## src/hdl/dq_ref_pkg.sv

```systemverilog
// Purpose: Shared constants and types for the data reference level mode register.
// Assumes: Mode register address is 6 bits, data is 8 bits.
// Notes: Level percentages are kept in tenths of a percent.
package dq_ref_pkg;
  localparam logic [5:0] DQ_REF_CTRL_ADDR = 6'h0E;
  localparam logic [5:0] LEVEL_CODE_MAX = 6'h32;
  localparam logic [5:0] LEVEL_CODE_RESET = 6'h0D;
  localparam logic RANGE_RESET = 1'b1;
  localparam int RANGE_BIT = 6;
  localparam int RESERVED_BIT = 7;
  localparam logic [7:0] REG_RESET = 8'h4D;
  // Tenths of a percent of the output supply
  localparam logic [9:0] RANGE0_BASE_TENTHS = 10'h064;
  localparam logic [9:0] RANGE1_BASE_TENTHS = 10'h0DC;
  localparam logic [9:0] STEP_TENTHS = 10'h004;

  typedef struct packed {
    logic range_sel;
    logic [5:0] level;
  } ref_cfg_s;

  typedef struct packed {
    logic wr_en;
    logic rd_en;
    logic [5:0] addr;
    logic [7:0] wdata;
  } mr_cmd_s;
endpackage : dq_ref_pkg

```

## src/hdl/dq_ref_level_decode.sv

```systemverilog
// Purpose: Turns an active level code and range into a supply fraction.
// Assumes: Inputs come from flip-flops on the same clock.
// Notes: Reserved codes flag as invalid and give the range base.
`timescale 1ns/10ps
module dq_ref_level_decode (
  // Active configuration
  input wire dq_ref_pkg::ref_cfg_s cfg,
  // Decoded level
  output logic [9:0] level_tenths,
  output logic code_valid
);
  import dq_ref_pkg::*;

  // Base plus 0.4 % per code step
  always_comb begin
    code_valid = (cfg.level <= LEVEL_CODE_MAX);
    level_tenths = cfg.range_sel ? RANGE1_BASE_TENTHS : RANGE0_BASE_TENTHS;
    if (code_valid) begin
      level_tenths = level_tenths + 10'({4'h0, cfg.level} * STEP_TENTHS);
    end
  end
endmodule : dq_ref_level_decode

```

## src/hdl/dq_reference_level_ctrl.sv

```systemverilog
// Purpose: Banked mode register for the data-bus input reference level.
// Assumes: Commands arrive synchronous to clock, one per cycle at most.
// Notes: Set-point selects come from the companion set-point control register.
`timescale 1ns/10ps
////////////////////////////////////////////////////////////////////////////////
// Notes on behaviour
// - Low six bits hold level; codes above 0x32 reserved
// - Bit six selects range; range 1 default
// - Read drives stored bits onto data lines
// - Reserved bit and unused lines read zero
// - Write-point select picks copy for writes
// - Two copies; access touches only selected copy
// - Operating-point copy drives the active configuration
// - Inactive copy ignored; may change freely
// - Range bit held until rewrite or reset
// - Range 0 spans 10.0 to 30.0 percent
// - Range 1 spans 22.0 to 42.0 percent
module dq_reference_level_ctrl #(
  // Banked copies; the one-bit selects can address two
  parameter int NUM_COPIES = 2
) (
  // Clock and reset
  input wire logic clock,
  input wire logic rstn,
  input wire logic clk_en,
  // Mode register command
  input wire dq_ref_pkg::mr_cmd_s cmd,
  // Set-point selects from the set-point control register
  input wire logic write_set_point_select,
  input wire logic operating_set_point_select,
  // Read answer
  output logic [7:0] rd_data,
  output logic rd_valid,
  // Active reference configuration
  output dq_ref_pkg::ref_cfg_s active_cfg,
  output logic [9:0] active_level_tenths,
  output logic active_code_valid
);
  import dq_ref_pkg::*;

  ////////////////////////////////////////////////////////////////////////////
  // Parameter check: the selects are single bits, so only two copies fit
  if (NUM_COPIES != 2) begin : g_copies_check
    $error("dq_reference_level_ctrl: NUM_COPIES must be 2");
  end

  ////////////////////////////////////////////////////////////////////////////
  ref_cfg_s copy_reg [NUM_COPIES];
  ref_cfg_s copy_next [NUM_COPIES];
  logic [7:0] rd_data_reg, rd_data_next;
  logic rd_valid_reg, rd_valid_next;
  ref_cfg_s active_reg, active_next;

  function automatic logic hit(input mr_cmd_s c);
    hit = (c.addr == DQ_REF_CTRL_ADDR);
  endfunction : hit

  // Bank write; only the copy named by the write select moves
  always_comb begin
    copy_next = copy_reg;
    if (cmd.wr_en && hit(cmd)) begin
      copy_next[write_set_point_select] = ref_cfg_s'(cmd.wdata[6:0]);
    end
  end

  // Read answer from the write-selected copy, bit 7 forced low
  always_comb begin
    rd_valid_next = cmd.rd_en && hit(cmd);
    rd_data_next = 8'h00;
    if (rd_valid_next) begin
      rd_data_next = {1'b0, copy_reg[write_set_point_select]};
    end
  end

  // Active configuration follows only the operating copy
  always_comb begin
    active_next = copy_reg[operating_set_point_select];
  end

  // Register all state; reset loads default into both copies
  always_ff @(posedge clock or negedge rstn) begin
    if (!rstn) begin
      copy_reg[0] <= ref_cfg_s'(REG_RESET[6:0]);
      copy_reg[1] <= ref_cfg_s'(REG_RESET[6:0]);
      rd_data_reg <= 8'h00;
      rd_valid_reg <= 1'b0;
      active_reg <= ref_cfg_s'(REG_RESET[6:0]);
    end else if (clk_en) begin
      copy_reg <= copy_next;
      rd_data_reg <= rd_data_next;
      rd_valid_reg <= rd_valid_next;
      active_reg <= active_next;
    end
  end

  assign rd_data = rd_data_reg;
  assign rd_valid = rd_valid_reg;
  assign active_cfg = active_reg;

  ////////////////////////////////////////////////////////////////////////////
  // Fraction decode kept apart so the analog side can reuse it
  dq_ref_level_decode u_decode (
    .cfg(active_reg),
    .level_tenths(active_level_tenths),
    .code_valid(active_code_valid)
  );

  ////////////////////////////////////////////////////////////////////////////
  // A plain read, checked once for each copy
  property p_read(bit sel);
    @(posedge clock) disable iff (!rstn)
      (clk_en && cmd.rd_en && hit(cmd) && !cmd.wr_en && write_set_point_select == sel)
      |=> rd_valid && rd_data == {1'b0, copy_reg[sel]};
  endproperty

  // Read path: the answer is the copy picked by the write select
  a_read_copy0: assert property (p_read(1'b0)) else $error("read copy0 mismatch");
  a_read_copy1: assert property (p_read(1'b1)) else $error("read copy1 mismatch");
  // Bit 7 has no storage, so a read must never show it set
  a_read_bit7_zero: assert property (@(posedge clock) disable iff (!rstn)
    rd_data[RESERVED_BIT] == 1'b0) else $error("reserved bit set");
  // Outside a pulse the data lines rest at zero
  a_idle_zero: assert property (@(posedge clock) disable iff (!rstn)
    !rd_valid |-> rd_data == 8'h00) else $error("idle data not zero");
  // No taken read, no pulse; a stuck valid would hand the controller stale data
  a_read_pulse: assert property (@(posedge clock) disable iff (!rstn)
    (clk_en && !(cmd.rd_en && hit(cmd))) |=> !rd_valid)
    else $error("read pulse without read");

  // Write path: the selected copy takes the byte without bit 7
  a_write_sel: assert property (@(posedge clock) disable iff (!rstn)
    (clk_en && cmd.wr_en && hit(cmd))
    |=> copy_reg[$past(write_set_point_select)] == ref_cfg_s'($past(cmd.wdata[6:0])))
    else $error("write missed copy");
  // The other copy keeps its contents through that write
  a_other_hold: assert property (@(posedge clock) disable iff (!rstn)
    (clk_en && cmd.wr_en && hit(cmd))
    |=> copy_reg[!$past(write_set_point_select)] == $past(copy_reg[!write_set_point_select]))
    else $error("unselected copy changed");
  // Range bits move only on a write to this address
  a_range_hold: assert property (@(posedge clock) disable iff (!rstn)
    !(cmd.wr_en && hit(cmd))
    |=> $stable(copy_reg[0].range_sel) && $stable(copy_reg[1].range_sel))
    else $error("range changed without write");

  // Per copy: a copy moves only on a taken write aimed at it
  // This also covers a frozen enable, where no write is taken at all
  for (genvar g = 0; g < NUM_COPIES; g++) begin : g_copy_chk
    a_copy_untouched: assert property (@(posedge clock) disable iff (!rstn)
      !(clk_en && cmd.wr_en && hit(cmd) && write_set_point_select == 1'(g))
      |=> copy_reg[g] == $past(copy_reg[g]))
      else $error("copy moved without its write");
  end

  // Frozen enable: answers and active setting hold still
  a_freeze_hold: assert property (@(posedge clock) disable iff (!rstn)
    !clk_en |=> $stable(rd_data) && $stable(rd_valid) && $stable(active_cfg))
    else $error("state moved while frozen");

  // Active path: follows the operating copy one edge later
  a_active_copy: assert property (@(posedge clock) disable iff (!rstn)
    clk_en |=> active_cfg == $past(copy_reg[operating_set_point_select]))
    else $error("active not from operating copy");
  // A write to the inactive copy, operating select steady, leaves active alone
  a_inactive_ignored: assert property (@(posedge clock) disable iff (!rstn)
    (clk_en && cmd.wr_en && hit(cmd) && write_set_point_select != operating_set_point_select)
    ##1 (clk_en && $stable(operating_set_point_select)) |=> $stable(active_cfg))
    else $error("inactive write moved active");

  // Decode: span limits and fixed points checked as numbers, not as the sum
  a_level_range: assert property (@(posedge clock) disable iff (!rstn)
    active_code_valid |-> active_level_tenths <= (active_cfg.range_sel ? 10'h1A4 : 10'h12C))
    else $error("level out of span");
  a_floor_level: assert property (@(posedge clock) disable iff (!rstn)
    active_cfg == ref_cfg_s'(7'h00) |-> active_level_tenths == 10'h064)
    else $error("range 0 floor not 10.0 percent");
  a_range0_top: assert property (@(posedge clock) disable iff (!rstn)
    active_cfg == ref_cfg_s'(7'h32) |-> active_level_tenths == 10'h12C)
    else $error("range 0 top not 30.0 percent");
  a_default_level: assert property (@(posedge clock) disable iff (!rstn)
    active_cfg == ref_cfg_s'(7'h4D) |-> active_level_tenths == 10'h110)
    else $error("default level not 27.2 percent");
  a_range1_top: assert property (@(posedge clock) disable iff (!rstn)
    active_cfg == ref_cfg_s'(7'h72) |-> active_level_tenths == 10'h1A4)
    else $error("range 1 top not 42.0 percent");
  // Reserved codes are flagged and give the range base only
  a_code_valid: assert property (@(posedge clock) disable iff (!rstn)
    active_code_valid == (active_cfg.level <= LEVEL_CODE_MAX))
    else $error("validity wrong");
  a_reserved_base: assert property (@(posedge clock) disable iff (!rstn)
    !active_code_valid
    |-> active_level_tenths == (active_cfg.range_sel ? RANGE1_BASE_TENTHS : RANGE0_BASE_TENTHS))
    else $error("reserved code not at base");

  // Reset: both copies and the active setting start at the default
  a_reset_value: assert property (@(posedge clock)
    $rose(rstn) |-> copy_reg[0] == 7'h4D && copy_reg[1] == 7'h4D)
    else $error("reset value wrong");
  a_reset_active: assert property (@(posedge clock)
    $rose(rstn) |-> active_cfg == ref_cfg_s'(REG_RESET[6:0]))
    else $error("reset active setting wrong");

  // Main scenarios
  c_write_point1: cover property (@(posedge clock) disable iff (!rstn)
    clk_en && cmd.wr_en && hit(cmd) && write_set_point_select);
  c_read_back: cover property (@(posedge clock) disable iff (!rstn) rd_valid);
  c_switch_op: cover property (@(posedge clock) disable iff (!rstn)
    $changed(operating_set_point_select));
  c_range0: cover property (@(posedge clock) disable iff (!rstn) !active_cfg.range_sel);
  c_reserved_code: cover property (@(posedge clock) disable iff (!rstn)
    active_cfg.level > LEVEL_CODE_MAX);
endmodule : dq_reference_level_ctrl

```

## config.mk

```make
export PLATFORM = sky130hd
export DESIGN_NAME = dq_reference_level_ctrl
export DESIGN_NICKNAME = d
export VERILOG_FILES = /design/src/hdl/dq_ref_pkg.sv /design/src/hdl/dq_ref_level_decode.sv /design/src/hdl/dq_reference_level_ctrl.sv
export SDC_FILE = /design/constraint.sdc
export NUM_CORES = 1
export LEC_CHECK = 0
export CAP_MARGIN = 10
export CORE_ASPECT_RATIO = 0.7
export CORE_MARGIN = 2
export CORE_UTILIZATION = 28
export DETAILED_ROUTE_END_ITERATION = 7
export DONT_BUFFER_PORTS = 1
export GPL_TIMING_DRIVEN = 0
export HOLD_SLACK_MARGIN = 0.08
export PLACE_DENSITY_LB_ADDON = 0.1
export SETUP_SLACK_MARGIN = 0.4
export SLEW_MARGIN = 5
export SYNTH_ARGS = -nofsm -noshare
export SYNTH_HDL_FRONTEND = slang
export SYNTH_SLANG_ARGS = --single-unit
```

## constraint.sdc

```tcl
create_clock -name clock -period 2.1 [get_ports clock]
set_input_delay 0.105 -clock clock [delete_from_list [all_inputs] [get_ports clock]]
set_output_delay 0.105 -clock clock [all_outputs]
set_load 0.005 [all_outputs]
```

==> flow_metrics.py <==
metrics = {
    "floorplan": {
        "dieArea_mm2": 0.00606,
        "die_w_um": 92.2,
        "core-area_mm2": 0.00526,
        "io_pins": 48,
        "start_util": 0.290,
        "die_h_um": 65.8,
        "core.rowCount": 22,
    },
    "layout": {
        "fin_area_mm2": 0.00194,
        "final.fill_count": 516,
        "multiInputGateArea_um2": 771,
        "largest_reg_flops": 14,
        "seqCellArea_um2": 741,
        "drive_gt1_frac": 0.373,
        "fin_nets": 186,
        "diodes": 0,
        "area_growth_pct": 27.5,
    },
    "logic_synthesis": {
        "ys_top_cells_by_area": "dfrtp_1 (28%), dfstp_2 (21%), mux2_2 (10%), mux2i_1 (9.8%), ha_1 (3.3%)",
        "synth-edff-count": 0,
        "synth.distinct_cells": 29,
        "ys_seq_elements": 29,
        "syn_inst": 135,
        "synth_top_cell_by_area": "dfrtp_1",
        "async_flop_share": 1.00,
        "avgSynthCellArea_um2": 11.3,
        "synth.top_cell.area_share": 0.279,
        "yosysWarnings": 0,
        "synth.yosys.seq_area_share": 0.486,
        "yosys_most_used_dff": "dfrtp_1",
        "synth.most_common_cell": "dfrtp_1",
        "netlist_area_mm2": 0.00153,
        "synthTopCellsByCount": "dfrtp_1 (17), mux2i_1 (15), mux2_2 (14)",
    },
    "clock_tree": {
        "cts_max_level": 2,
        "cts_inserted_buffers": 5,
        "cts-root-buf": "clkbuf_8",
        "cts.sinks": 29,
        "clock_latency_ns": 0.27,
        "clk_pin_slew_worst_paths_ns": 0.06,
        "cts_tree": "done",
        "clock_path_buffers": 2,
    },
    "critical_path": {
        "cp.required_ns": 2.00,
        "critPathKind": "flip-flop to output port",
        "path_max_fanout": 7,
        "regToRegSetupSlack_ns": 1.17,
        "reg2reg_from": "active_cfg[6]",
        "startpoint_type": "flip-flop",
        "worstRegToRegCells": 2,
        "cp.arrival_ns": 1.94,
        "end_kind": "output port",
        "timing.rr.end": "active_cfg[6]",
    },
    "sta": {
        "hold_viol": 0,
        "finClkSkew_ns": 0.00232,
        "tightest_slew_ns": 0.556,
        "fmax_ghz": 0.489,
        "period_share": 0.973,
        "fin_setup_tns_ns": 0,
        "hold_slack_ns": 0.227,
        "fin_crit_ns": 2.04,
        "setup_violations": 0,
        "slew_headroom": 0.629,
        "slew_viol_final": 0,
        "rsz0062_at_grt": "true",
    },
    "power_and_ir_drop": {
        "p_leak_nw": 0.869,
        "comb_power_share": 0.169,
        "ir_worst_vdd_uv": 278,
        "clkPwrFrac": 0.372,
        "switching_power_mw": 0.348,
        "p_total_mw": 1.36,
        "power.density_mw_per_mm2": 697,
        "p_int_mw": 1.01,
        "p_sw_frac": 0.256,
        "seqPwrFrac": 0.459,
    },
    "global_route": {
        "antenna_found_initial": 0,
        "grt-ovfl-total": 0,
        "grt_max_degree": 30,
        "track_usage": 0.124,
        "grt_pass1_wl_um": 5580,
        "grt_pass1_vias": 1125,
    },
    "hold_path": {
        "hold_class": "input pin to flip-flop",
        "hold_path_end": "copy_reg[1]",
        "hold_depth": 2,
        "min-delay-start": "cmd[15]",
    },
    "routing": {
        "drc": 0,
        "drt_iter0_drc": 54,
        "wl_per_cell_um": 15.7,
        "viasPerCell": 4.72,
        "drtAntennaViolNets": 0,
        "vias": 1100,
        "first_pass_iters": 4,
        "routed_wl_um": 3670,
    },
    "placement": {
        "port_buffers": 0,
        "dpl.hpwl_um": 2550,
        "finalWeightedCongestion": 0.769,
        "placed_cell_area_mm2": 0.00163,
    },
    "run_status": {
        "status": "finished clean",
    },
    "job": {
        "maxCapViolCount": 0,
    },
}
worst max-delay path by stage:
stage,startpoint,end,slack (ns),cells after the start
final,active_cfg[6],active_level_tenths[6],0.06,5
after detailed placement,active_cfg[6],active_level_tenths[8],0.31,6
after global placement,active_cfg[6],active_level_tenths[8],0.33,6
after CTS,active_cfg[6],active_level_tenths[6],0.06,5
after floorplan,active_cfg[6],active_level_tenths[8],0.46,5
after global routing,active_cfg[6],active_level_tenths[6],0.0007,6
final cells by class:
| class | instances | share of cell area |
|---|---|---|
| plain buffers | 8 | 0.0238 |
| inverters | 11 | 0.0225 |
| well taps | 72 | 0.0463 |
| repair buffers | 15 | 0.0779 |
| clock inverters | 1 | 0.00257 |
| clock buffers | 7 | 0.0495 |
| multi-input cells | 90 | 0.396 |
| flip-flops and latches | 29 | 0.381 |
per-layer routing:
layer	up-vias	global-route usage	part of all wire
li1	519	-	-
met2	31	0.195	0.47
met5	-	0	0
met1	547	0.155	0.46
met4	0	0.0448	0.0046
met3	3	0.0470	0.064
cell usage in the layout, fill, tap and decap left out, drive strengths merged, types with 2 or more instances in the layout:
| cell type | count |
|---|---|
| xnor2 | 3 |
| mux2i | 15 |
| o22ai | 7 |
| a21o | 2 |
| clkbuf | 10 |
| o21a | 2 |
| nand3 | 4 |
| nand2 | 2 |
| a21oi | 9 |
| nor2 | 10 |
| buf | 11 |
| dlygate4sd3 | 9 |
| dfrtp | 17 |
| dfstp | 12 |
| inv | 11 |
| conb | 4 |
| o21ai | 5 |
| mux2 | 14 |
| ha | 4 |
critical path, stage by stage (launching register included):
cell and delay [ns]:
dfstp_2 0.66, ha_4 0.25, nor2b_1 0.13, o21a_1 0.20, or3_4 0.33, nand3_2 0.09
power groups by stage:
stage	clock network, mW	registers, mW	logic (mW)
3_3_place_gp	0	0.628	0.152
4_1_cts	0.523	0.621	0.198
2_1_floorplan	0	0.620	0.132
6_report	0.504	0.623	0.229
5_1_grt	0.546	0.626	0.251
3_5_place_dp	0	0.629	0.156
cell families after synthesis:
kind of cell | Yosys count | synth area share
muxes | 29 | 0.202
DFF | 29 | 0.486
AOI/OAI and AO/OA | 28 | 0.111
and+or+nand+nor | 21 | 0.0788
buffers and inverters | 19 | 0.0574
adders and majority gates | 5 | 0.0459
xor gates and xnor gates | 3 | 0.0172
other | 1 | 0.00246
metrics by stage:
stage           util  instances  setup slack (ns)
3_5_place_dp   0.309        210             0.309
5_1_grt        0.370        233          0.000661
6_report       0.370        233            0.0566
3_3_place_gp   0.309        210             0.334
2_1_floorplan      -        138             0.455
4_1_cts        0.356        229            0.0556
timing repair:
item,CTS,global route
gates resized for setup,6,10
gates cloned,0,0
setup buffers,1,4
hold endpoints to repair,45,0
setup endpoints to repair,6,6
hold buffers,10,0
No activity file was read; power rests on OpenSTA's default activity.
